$ cat config.mk
export PLATFORM = sky130hd
export DESIGN_NAME = ext_mem_pins
export DESIGN_NICKNAME = d
export VERILOG_FILES = /design/src/common/emi_pkg.sv /design/src/common/pin_sync_if.sv /design/src/hdl/ext_mem_pins.sv /design/src/hdl/pin_sync.sv /design/src/hdl/pullup_map.sv
export VERILOG_INCLUDE_DIRS = /design/src /design/src/common
export SDC_FILE = /design/constraint.sdc
export NUM_CORES = 1
export LEC_CHECK = 0
export BUFFER_PORTS_ARGS = -buffer_cell sky130_fd_sc_hd__clkbuf_2
export CORE_UTILIZATION = 30
export CTS_CLUSTER_SIZE = 10
export DETAILED_ROUTE_END_ITERATION = 10
export HOLD_SLACK_MARGIN = 0.1
export SETUP_SLACK_MARGIN = 0.3
export SLEW_MARGIN = 30
export SYNTH_ARGS = -nofsm -noshare
export SYNTH_HDL_FRONTEND = slang
export SYNTH_SLANG_ARGS = --single-unit
$ cat constraint.sdc
create_clock -name clk_sys -period 2.94 [get_ports clk_sys]
set_input_delay 0 -clock clk_sys [delete_from_list [all_inputs] [get_ports clk_sys]]
set_output_delay 0 -clock clk_sys [all_outputs]
set_load 0.01 [all_outputs]
$ cat src/common/emi_params.svh
// constants for the external memory pin block
// How it works
// after reset data pins 7..15 serve the memory bus, not port f
// clearing a port f pull-up bit kills that pin's pull-up; bit 8 is data 15
// read strobe is low for the whole external read cycle
// read strobe low makes all sixteen data lines inputs; memory drives
// read data captured on the edge where read strobe returns high; the block latches, one cycle later, the word sampled one edge earlier
// writes drive write strobe low and present data on all sixteen lines
// external memory latches write data as write strobe rises
// memory honours address and selects only while a strobe is low
// bus drive hold bit chooses tri-state or driven strobes while idle
// software should set the bus drive hold bit to one
// chip select zero resets as active-low program memory select
// system pull-up disable control bit kills strobe pin pull-ups
// port d pull-up bit 8 clear kills program select pin pull-up as gpio
// chip select one resets as active-low data memory select
// read and write strobes are never low together
`ifndef EMI_PARAMS_SVH
`define EMI_PARAMS_SVH
`define DATA_W         16
`define PORTF_LO       7
`define PORTF_N        9
`define PORTF_TOP_BIT  8
`define PORTD_PS_BIT   8
`define PORTD_DS_BIT   9
`define STROBE_CYC     2
`define PORTF_PUR_RST  16'hffff
`define PORTD_PUR_RST  16'hffff
`endif

$ cat src/common/emi_pkg.sv
// types for the external memory pin block
package emi_pkg;
   typedef enum logic [3:0] {
      st_idle  = 4'h1,
      st_read  = 4'h2,
      st_write = 4'h4,
      st_done  = 4'h8
   } bus_state_e;
   typedef logic [15:0] word_t;
endpackage

$ cat src/common/pin_sync_if.sv
// synchronised data pin levels passed between modules
interface pin_sync_if;
   logic [15:0] level;
   modport src (output level);
   modport dst (input level);
endinterface

$ cat src/hdl/ext_mem_pins.sv
// external memory bus pin controller
`include "emi_params.svh"
module ext_mem_pins
   import emi_pkg::*;
#(
   parameter int STROBE_CYC = `STROBE_CYC
) (
   input  wire logic        clk_sys,
   input  wire logic        reset_n,
   // access request from the core
   input  wire logic        req_valid,
   output logic             req_ready,
   input  wire logic        req_write,
   input  wire logic        req_program,
   input  wire logic [15:0] req_wdata,
   output logic             rsp_valid,
   output logic [15:0]      rsp_rdata,
   // configuration bits
   input  wire logic        bus_drive_hold_bit,
   input  wire logic [15:0] port_f_pullup_reg,
   input  wire logic [15:0] port_d_pullup_reg,
   input  wire logic        system_pullup_disable_ctrl,
   input  wire logic [8:0]  port_f_gpio_sel,
   input  wire logic        port_d_pin_eight_gpio,
   // pins
   input  wire logic [15:0] data_lines_in,
   output logic [15:0]      data_lines_out,
   output logic [15:0]      data_lines_oe,
   output logic [15:0]      data_pullup_en,
   output logic             read_strobe_n,
   output logic             read_strobe_oe,
   output logic             write_strobe_n,
   output logic             write_strobe_oe,
   output logic             strobe_pullup_en,
   output logic             program_select_n,
   output logic             program_select_oe,
   output logic             ps_pullup_en,
   output logic             data_select_n,
   output logic             data_select_oe,
   output logic             ds_pullup_en,
   output logic [8:0]       port_f_gpio_owned
);
   ////////////////////////////////////////////////////////////////////////
   bus_state_e  state_r, state_nxt;
   logic [7:0]  cnt_r;
   logic        wr_r;
   logic        prog_r;
   logic [15:0] wdata_r;
   logic [15:0] rdata_r;
   logic        rsp_r;
   logic [8:0]  f_gpio_r;

   pin_sync_if sync_bus ();

   pin_sync #(
      .W(16)
   ) u_sync (
      .clk_sys (clk_sys),
      .reset_n (reset_n),
      .pin_in  (data_lines_in),
      .sync    (sync_bus)
   );

   pullup_map u_pu (
      .port_f_pullup_reg          (port_f_pullup_reg),
      .port_d_pullup_reg          (port_d_pullup_reg),
      .system_pullup_disable_ctrl (system_pullup_disable_ctrl),
      .ps_is_gpio                 (port_d_pin_eight_gpio),
      .data_pullup_en             (data_pullup_en),
      .strobe_pullup_en           (strobe_pullup_en),
      .ps_pullup_en               (ps_pullup_en),
      .ds_pullup_en               (ds_pullup_en)
   );

   ////////////////////////////////////////////////////////////////////////
   wire in_read  = (state_r == st_read);
   wire in_write = (state_r == st_write);
   wire active   = in_read || in_write;
   wire cnt_end  = (cnt_r == 8'(STROBE_CYC - 1));
   wire drive_ctl = active || bus_drive_hold_bit;
   wire rd_done   = (state_r == st_done) && !wr_r;

   always_comb begin
      state_nxt = state_r;
      case (state_r)
         st_idle:  if (req_valid) state_nxt = req_write ? st_write : st_read;
         st_read:  if (cnt_end) state_nxt = st_done;
         st_write: if (cnt_end) state_nxt = st_done;
         st_done:  state_nxt = st_idle;
         default:  state_nxt = st_idle;
      endcase
   end

   assign req_ready = (state_r == st_idle);

   always_ff @(posedge clk_sys or negedge reset_n) begin
      if (!reset_n) begin
         state_r <= st_idle;
         cnt_r   <= 8'h00;
      end else begin
         state_r <= state_nxt;
         cnt_r   <= (active && !cnt_end) ? cnt_r + 8'h01 : 8'h00;
      end
   end

   always_ff @(posedge clk_sys or negedge reset_n) begin
      if (!reset_n) begin
         wr_r    <= 1'b0;
         prog_r  <= 1'b0;
         wdata_r <= 16'h0000;
      end else if (req_valid && req_ready) begin
         wr_r    <= req_write;
         prog_r  <= req_program;
         wdata_r <= req_wdata;
      end
   end

   // latch one cycle after the strobe rises; two-flop delay means the word sampled under the
   // strobe only reaches the synchroniser output one cycle later
   // limitation: needs a strobe of two cycles or more
   always_ff @(posedge clk_sys or negedge reset_n) begin
      if (!reset_n) begin
         rdata_r <= 16'h0000;
         rsp_r   <= 1'b0;
      end else begin
         rsp_r <= rd_done;
         if (rd_done) begin
            rdata_r <= sync_bus.level;
         end
      end
   end

   assign rsp_valid = rsp_r;
   assign rsp_rdata = rdata_r;

   // strobes come from one-hot states so they cannot overlap
   assign read_strobe_n  = !in_read;
   assign write_strobe_n = !in_write;
   assign read_strobe_oe  = drive_ctl;
   assign write_strobe_oe = drive_ctl;

   // selects qualified by strobes only; memory ignores them otherwise
   assign program_select_n  = !(active && prog_r);
   assign data_select_n     = !(active && !prog_r);
   assign program_select_oe = !port_d_pin_eight_gpio && drive_ctl;
   assign data_select_oe    = drive_ctl;

   // data lines: outputs only in write; inputs during read
   assign data_lines_out = wdata_r;
   assign data_lines_oe  = {16{in_write}};

   ////////////////////////////////////////////////////////////////////////
   // port f gpio takeover of data 7..15 only after reset, default bus role
   always_ff @(posedge clk_sys or negedge reset_n) begin
      if (!reset_n) begin
         f_gpio_r <= 9'h000;
      end else begin
         f_gpio_r <= port_f_gpio_sel;
      end
   end

   assign port_f_gpio_owned = f_gpio_r;
endmodule

$ cat src/hdl/pin_sync.sv
// two-flop synchroniser for the data pins
module pin_sync
   import emi_pkg::*;
#(
   parameter int W = 16
) (
   input  wire logic         clk_sys,
   input  wire logic         reset_n,
   input  wire logic [W-1:0] pin_in,
   pin_sync_if.src           sync
);
   logic [W-1:0] meta_r;
   logic [W-1:0] hold_r;

   always_ff @(posedge clk_sys or negedge reset_n) begin
      if (!reset_n) begin
         meta_r <= '0;
         hold_r <= '0;
      end else begin
         meta_r <= pin_in;
         hold_r <= meta_r;
      end
   end

   assign sync.level = hold_r;
endmodule

$ cat src/hdl/pullup_map.sv
// pull-up enables for data, strobe and select pins
`include "emi_params.svh"
module pullup_map
   import emi_pkg::*;
(
   input  wire logic [15:0] port_f_pullup_reg,
   input  wire logic [15:0] port_d_pullup_reg,
   input  wire logic        system_pullup_disable_ctrl,
   input  wire logic        ps_is_gpio,
   output logic [15:0]      data_pullup_en,
   output logic             strobe_pullup_en,
   output logic             ps_pullup_en,
   output logic             ds_pullup_en
);
   genvar i;
   // data lines 7..15 map to port f bits 0..8; lower lines always pulled
   generate
      for (i = 0; i < `DATA_W; i++) begin : g_pu
         if (i >= `PORTF_LO) begin : g_f
            assign data_pullup_en[i] = port_f_pullup_reg[i-`PORTF_LO];
         end else begin : g_o
            assign data_pullup_en[i] = 1'b1;
         end
      end
   endgenerate

   assign strobe_pullup_en = !system_pullup_disable_ctrl;
   // in memory-select role the pin has its default pull-up
   assign ps_pullup_en = ps_is_gpio ? port_d_pullup_reg[`PORTD_PS_BIT] : 1'b1;
   assign ds_pullup_en = port_d_pullup_reg[`PORTD_DS_BIT];
endmodule

# After elaboration in Yosys (flattened, before gate mapping)
# Index checks and enable logic that the tools add are counted.
[word_totals]
reg_bits = 88
inputBits = 81
out_inout_bits = 86
wordCells = 43
[classes]
n_addsub = 1
n_eq_ne = 7
n_mux = 6
n_reduce_logical = 19
[ops]
columns = ["cell", "n"]
rows = [
  ["$logic_not A1 Y1", 9],
  ["$add A8 B1 Y8 const B", 1],
  ["$eq A8 B1 Y1 const B", 1],
  ["$mux W4", 2],
  ["$mux W8", 1],
  ["$pmux W4 S2", 1],
  ["$logic_and A1 B1 Y1", 6],
  ["$eq A4 B1 Y1 const B", 1],
  ["$eq A4 B2 Y1 const B", 1],
  ["$eq A4 B3 Y1 const B", 1],
  ["$eq A4 B4 Y1 const B", 1],
  ["$mux W3", 1],
  ["$logic_or A1 B1 Y1", 2],
  ["$ne A2 B1 Y1 const B", 1],
  ["$ne A2 B2 Y1 const B", 1],
  ["$reduce_and A2 Y1", 1],
  ["$reduce_or A2 Y1", 1],
  ["$mux W1", 1],
]

# Longest topological paths before layout
# Gate-level depths: netlist of run 1.
[depth]
ltp_word = 4
ltp_mapped = 5
depth_no_buf = 5

# Cells and area by module
# From an unflattened synthesis of run 1, not the netlist that was laid out.
[hier_totals]
hier_cells = 216
area_unflattened_um2 = 3261.9
[by_module_without_submodules]
columns = ["module", "n_inst", "cells_per_inst", "area_each_um2", "seq_area_each_um2"]
rows = [
  ["ext_mem_pins", 1, 164, 2319.7, 1402.6],
  ["pin_sync", 1, 32, 800.8, 800.8],
  ["pullup_map", 1, 20, 141.4, 0.0],
]

# Worst setup path before layout of run 1
# No wires, ideal clock.
[synth_path]
kind = "register to register"
startpoint = "reg state_r[1]"
endpoint = "reg state_r[2]"
arrival_time_ps = 2465
required_ps = 2853
path_slack_ps = 389
stages_incl_launch_ff = 4
n_path_buf = 0
synth_period_minus_slack_ps = 2551
path_cell_list = "dfrtp_1 nor4b_1 inv_1 o21ai_0"
[synth_between]
elab_chain_len = 4
elab_cells_between_ends = 8
[synth_lines]
columns = ["item", "line", "rtl"]
rows = [
  ["from (decl)", "ext_mem_pins.sv:44", "bus_state_e state_r, state_nxt;"],
  ["from (signal assigned)", "ext_mem_pins.sv:98", "state_r <= st_idle;"],
  ["from (signal assigned)", "ext_mem_pins.sv:101", "state_r <= state_nxt;"],
  ["$eq A4 B3 Y1 *", "n/a", ""],
  ["via in_write", "ext_mem_pins.sv:77", "wire in_write = (state_r == st_write);"],
  ["$reduce_or A2 Y1 (no source line) *", "n/a", ""],
  ["$ne A2 B1 Y1 (no source line)", "n/a", ""],
  ["$reduce_and A2 Y1 (no source line)", "n/a", ""],
]
# Mark *: on every way through the listed nets, which the timed path passes. The rest lies on a longest branch.
# A chain may end at the register's enable or synchronous reset.

# Worst setup path after layout of run 1
[layout_path]
startpoint = "reg state_r[1]"
endpoint = "reg wdata_r[8], in the netlist data_lines_out[8]"
[layout_between]
elab_chain_len = 2
[layout_lines]
columns = ["item", "line", "rtl"]
rows = [
  ["$eq A4 B1 Y1", "ext_mem_pins.sv:94", "assign req_ready = (state_r == st_idle);"],
  ["$logic_and A1 B1 Y1", "ext_mem_pins.sv:111", "end else if (req_valid && req_ready) begin"],
  ["to (signal assigned)", "ext_mem_pins.sv:114", "wdata_r <= req_wdata;"],
  ["to (decl)", "ext_mem_pins.sv:48", "logic [15:0] wdata_r;"],
]
# No other way between the ends.

==> reports/results.txt, run 1 <==
Layout area overhead: 38.4%
DR iter-0 viols: 56
Post-Syn Instances: 215
Post-Route WL: 6400 um
static leakage: 2.32 nW
worst clock skew: 0.00468 ns
footprint of the multi-input gates: 823 um2
largest family of logic cells by synthesized area: multiplexers
Critical Path AT: 2.22 ns
clock tree buffer depth: 2
First-pass DRT Iterations: 4
clock sinks: 88
Final Util: 0.425
max layer used: met4
port bufs: 118
Final Wtd Congestion: 0.702
f_max: 509 MHz
mux cell area share after synthesis: 0.131
Finished Layout Cells: 514
Met3 Wirelength: 293 um
vias per cell: 4.15
Fin. Hold Viols: 0
largest net degree at the start of global routing: 89
vias in the first global route: 2,146
CP Launch Type: flip-flop
H-Tree Depth: 3
pwr/cell area: 737 mW/mm2
run status: finished clean
HPWL after detailed placement: 3880 um
# rows: 38
complex-gate fraction of the synthesized area: 0.0253
Post-synth EDFFs: 0
Clock Tree Root: clkbuf_8
WL met1: 2550 um
worst slew pin tran: 0.768 ns
layout cells sized above 1: 0.479
wire per inst: 12.5 um
Slew HR: 0.488
CP Max Fanout: 20
Clk pin slew, worst setup/hold paths: 0.09 ns
Unique masters post-synth: 32
total CTS buffers: 9
worst setup margin: 0.975 ns
HP Class: primary input to primary output
dpl ws: 0.963 ns
I/O Pins: 167
final setup vio count: 0
fraction of the yosys area taken by sequential cells: 0.664
setup tns final: 0 ns
Post-CTS Resized: 0
CP Capture Type: flip-flop
dominant synthesized flop cell: dfrtp_1
total die area: 0.0115 mm2
gr usage total: 0.119
Max Slew Vio Count: 0
Residual DRC: 0
initial core utilization: 0.307
WL met2: 3400 um
Core Area: 0.0108 mm2
setup bufs post-CTS: 0
placed standard-cell area: 0.00384 mm2
Layout fillers: 987
worst hold slack: 0.212 ns
Finished Cell Area: 0.00459 mm2
Avg Inst Size Synth: 15.4 um2
Placed Cells: 443
VDD IR max: 0.292 mV
adder-cell area share of the yosys netlist: 0.00754
RSZ-0062 raised after global routing: no
Final Net Count: 452
R2R depth: 3
DIE WIDTH: 107 um
maxcap violations: 0
initial antenna violation count: 0
GRT Residual Overflow: 0
global-route wire length before repair: 10,100 um
Critical Path RT: 3.19 ns
vias: 2,135
number of diodes: 0
Seq cells post-synth: 88
Mapped Area: 0.00332 mm2
simple-gate portion of the synthesized area: 0.0615
fin crit share: 0.668
Synth Area in XOR/XNOR: 0.0128
Power Total: 3.38 mW
worst hold stages: 3
Seq. cell area: 0.00220 mm2
CTS tree: built
post-layout min period: 1.96 ns
clock latency at the later pin of the worst-skew pair: 0.36 ns
Post-DRT Antenna Nets: 0
hold_buf cts: 55
critical path type: flip-flop to flip-flop
Async SR Flop Fraction: 1.00
YS warnings: 0
die height: 107 um
==> logic make-up after synthesis <==
group	Yosys count
AOI/OAI and AO/OA	12
and+or+nand+nor	31
muxes	33
adders and majority gates	2
other	1
buffers and inverters	44
xor gates and xnor gates	4
DFF	88
==> synthesized netlist by cell type (all sizes together), types with 3 or more instances <==
cell   count  share of area
a21oi      4         0.0060
buf       38          0.089
dfrtp     87           0.66
inv        6         0.0068
mux2      33           0.13
nand2      3         0.0042
nand3      6         0.0091
nor2       8         0.0091
o21ai      4         0.0060
or3        4         0.0075
xor2       3          0.010
==> state kept, by name, summed over array words and instances (netlist names) <==
signal	count
rsp_valid	1
port_f_gpio_owned	9
u_sync.meta_r	16
data_lines_out	16
prog_r	1
u_sync.sync.level	16
state_r	4
wr_r	1
cnt_r	8
rsp_rdata	16
==> critical path: stages (launching register included) <==
cell,delay (ns)
dfrtp_1,0.50
nor4b_4,0.44
nand2_2,0.46
mux2_4,0.44
==> routing by layer <==
metal,vias to the layer above,global-route usage
met1,1049,0.128
met2,87,0.207
met3,14,0.0365
li1,985,-
met4,0,0.0656
met5,-,0
==> placed cells by master (no fill, tap or decap), drive strengths merged, types with 4 or more instances in the layout <==
| cell type | n |
|---|---|
| o21ai | 4 |
| a21oi | 4 |
| dfrtp | 87 |
| inv | 8 |
| nand3 | 6 |
| conb | 7 |
| clkbuf | 128 |
| dlygate4sd3 | 55 |
| or3 | 4 |
| mux2 | 33 |
| nor2 | 8 |
==> power by group <==
part           switching, mW  total [mW]  internal (mW)
sequential             0.141        1.56           1.42
clock                  0.444       0.870          0.425
combinational          0.433       0.951          0.518
total                   1.02        3.38           2.37
==> final timing paths <==
kind | start | end | slack, ns
worst min register to register | u_sync.meta_r[15]$_DFF_PN0_ | u_sync.sync.level[15]$_DFF_PN0_ | 0.35
min in group asynchronous | reset_n | port_f_gpio_owned[4]$_DFF_PN0_ | 0.27
max in group asynchronous | reset_n | data_lines_out[2]$_DFFE_PN0P_ | 2.15
worst max register to register | state_r[1]$_DFFE_PN0P_ | data_lines_out[8]$_DFFE_PN0P_ | 0.98
worst min-delay path | system_pullup_disable_ctrl | strobe_pullup_en | 0.21
worst max-delay path | state_r[1]$_DFFE_PN0P_ | data_lines_out[8]$_DFFE_PN0P_ | 0.98
==> final cells by class <==
cell class | count | share of cell area
sequential | 88 | 0.480
timing repair buffer | 175 | 0.253
clock inverter | 5 | 0.0139
inverter | 6 | 0.00490
tap | 140 | 0.0381
clock buffer | 11 | 0.0308
multi-input combinational | 89 | 0.179
(Power assumes the default switching activity.)
==> run 2: changes to the inputs <==
ABC_AREA = 1   (was unset)
clock period = 1.6 ns   (was 2.94 ns; I/O delays follow)
==> run 2 against run 1 <==
  * Design area increased by 17%
  * First-iteration DRC count increased to 2.7 times the previous value
  * Count of clock-buffer cells in the layout decreased by 2
  * Critical endpoint is now req_ready
  * Largest cell class unchanged
==> reports/results.txt, run 2 <==
initial antenna violation count: 0
max layer used: met4
vias in the first global route: 2,640
fin crit share: 0.926
worst slew pin tran: 0.595 ns
largest cells by area after synthesis: dfrtp_1 (63%), nand2_1 (8.7%), buf_4 (7.6%), nand2_2 (3.8%), inv_1 (2.3%)
post-layout min period: 1.48 ns
maxcap violations: 0
slowest stage cell on the critical path: dfstp_2
pwr/cell area: 1570 mW/mm2
gr usage total: 0.133
Critical Path RT: 1.60 ns
Finished Cell Area: 0.00536 mm2
HPWL after detailed placement: 4550 um
Final Util: 0.485
wire per inst: 12.0 um
dominant synthesized flop cell: dfrtp_1
dpl ws: 0.0468 ns
die height: 109 um
WL met2: 4250 um
Core Area: 0.0110 mm2
Final Net Count: 579
cell taking the most area after synthesis: dfrtp_1
port bufs: 118
HP Class: primary input to asynchronous set/reset pin
layout cells sized above 1: 0.497
Post-synth top cells: dfrtp_1 (87), nand2_1 (80), buf_4 (35)
Clk pin slew, worst setup/hold paths: 0.07 ns
Max Slew Vio Count: 0
clock latency at the later pin of the worst-skew pair: 0.33 ns
YS warnings: 0
number of diodes: 0
final setup vio count: 0
critical path type: flip-flop to primary output
fraction of the yosys area taken by sequential cells: 0.638
Worst Path Buf+Inv: 3
CP Launch Type: flip-flop
DIE WIDTH: 109 um
Post-DRT Antenna Nets: 0
largest net degree at the start of global routing: 51
Layout area overhead: 55.0%
vias: 2,650
Async SR Flop Fraction: 1.00
Largest delay share family, worst path: flip-flops
Critical Path Max Stage Delay: 0.58 ns
worst setup margin: 0.118 ns
most frequent cells in the layout: clkbuf_2 (113), dfrtp_1 (84), nand2_1 (63)
setup tns final: 0 ns
Mapped Area: 0.00345 mm2
Residual DRC: 0
GRT Residual Overflow: 0
worst clock skew: 0.00642 ns
Met3 Wirelength: 325 um
Clock Tree Root: clkbuf_16
Synth top area share: 0.630
Post-Route WL: 7720 um
Critical Path AT: 1.48 ns
run status: finished clean
clock tree buffer depth: 2
Seq cells post-synth: 88
CP Capture Type: primary output
placed standard-cell area: 0.00396 mm2
CTS tree: built
VDD IR max: 1.08 mV
total CTS buffers: 9
Unique masters post-synth: 31
Slew HR: 0.603
static leakage: 2.78 nW
First-pass DRT Iterations: 4
most common cell after layout, fill and taps aside: clkbuf_2
total die area: 0.0119 mm2
global-route wire length before repair: 12,200 um
# rows: 38
RSZ-0062 raised after global routing: yes
Post-synth EDFFs: 0
count leader, synth: dfrtp_1
CP cell instances: inv_2, nor2_4, nand2_8, clkinv_4, clkbuf_2
initial core utilization: 0.313
I/O Pins: 167
Avg Inst Size Synth: 11.0 um2
Post-Syn Instances: 314
WL met1: 3050 um
clock sinks: 88
DR iter-0 viols: 152
Fin. Hold Viols: 0
f_max: 675 MHz
worst hold slack: 0.149 ns
Final Wtd Congestion: 0.715
vias per cell: 4.13
H-Tree Depth: 3
CP Max Fanout: 7
-- run 2: cell count changes in the layout (fill, tap and decap cells not counted), sizes merged, moves of 3 or more --
cell and delta:
nor2 +12, o21ai +16, clkinvlp +3, buf +28, clkbuf -6, mux2 -33, nand2 +104, inv +17
a21oi -3, or3 -4, nor3 +4
-- run 2: cell families (layout without fill, tap and decap cells) --
group / count (synthesis) / count (layout) / synth area share
AOI/OAI and AO/OA: 21 / 21 / 0.0326
xor gates and xnor gates: 1 / 1 / 0.00254
adders and majority gates: 2 / 2 / 0.00724
buffers and inverters: 65 / 242 / 0.123
DFF: 88 / 88 / 0.638
other: 1 / 7 / 0.00109
and+or+nand+nor: 136 / 140 / 0.196
-- run 2: final cells by class --
type / instances / area [um2]
well taps: 140 / 175
clock inverters: 7 / 101
clock buffers: 9 / 225
repair inverters: 3 / 35.0
multi-input cells: 171 / 1080
flip-flops and latches: 88 / 2210
fillers: 996 / 5680
repair buffers: 199 / 1420
inverters: 24 / 111
-- run 2: worst paths after layout --
check,slack [ns],depth (start not counted),end,startpoint
min in group clk_sys,0.21,3,strobe_pullup_en,system_pullup_disable_ctrl
max reg2reg,0.14,6,data_lines_out[10]$_DFFE_PN0P_,state_r[0]$_DFFE_PN1P_
max,0.12,5,req_ready,state_r[0]$_DFFE_PN1P_
min reg2reg,0.35,0,u_sync.sync.level[11]$_DFF_PN0_,u_sync.meta_r[11]$_DFF_PN0_
min,0.15,2,port_f_gpio_owned[0]$_DFF_PN0_,reset_n
max in group asynchronous,0.81,3,state_r[0]$_DFFE_PN1P_,reset_n
-- run 2: per-stage QoR --
step / total power [mW] / cells
6_report: 8.39 / 641
5_1_grt: 8.88 / 641
4_1_cts: 7.98 / 631
3_5_place_dp: 4.98 / 541
3_3_place_gp: 4.93 / 541
2_1_floorplan: 4.42 / 320
-- run 2: where the power goes --
part           switching [mW]  total, mW  internal [mW]
Combinational            1.73       3.10           1.37
Sequential              0.322       3.02           2.69
Clock                   0.885       2.27           1.39
-- run 2: metal layers --
layer | track usage | up-vias
met3 | 0.0362 | 8
li1 | - | 1293
met2 | 0.230 | 82
met1 | 0.157 | 1267
met4 | 0.0552 | 0
met5 | 0 | -
-- run 2: what timing repair did --
| item | 4_1_cts | 5_1_grt |
|---|---|---|
| hold endpoints to repair | 142 | 0 |
| gates cloned | 4 | 4 |
| hold buffers | 55 | 0 |
| pin swaps | 13 | 18 |
| endpoints found under the setup margin | 43 | 70 |
| resized for setup | 22 | 66 |
| buffers inserted | 15 | 6 |
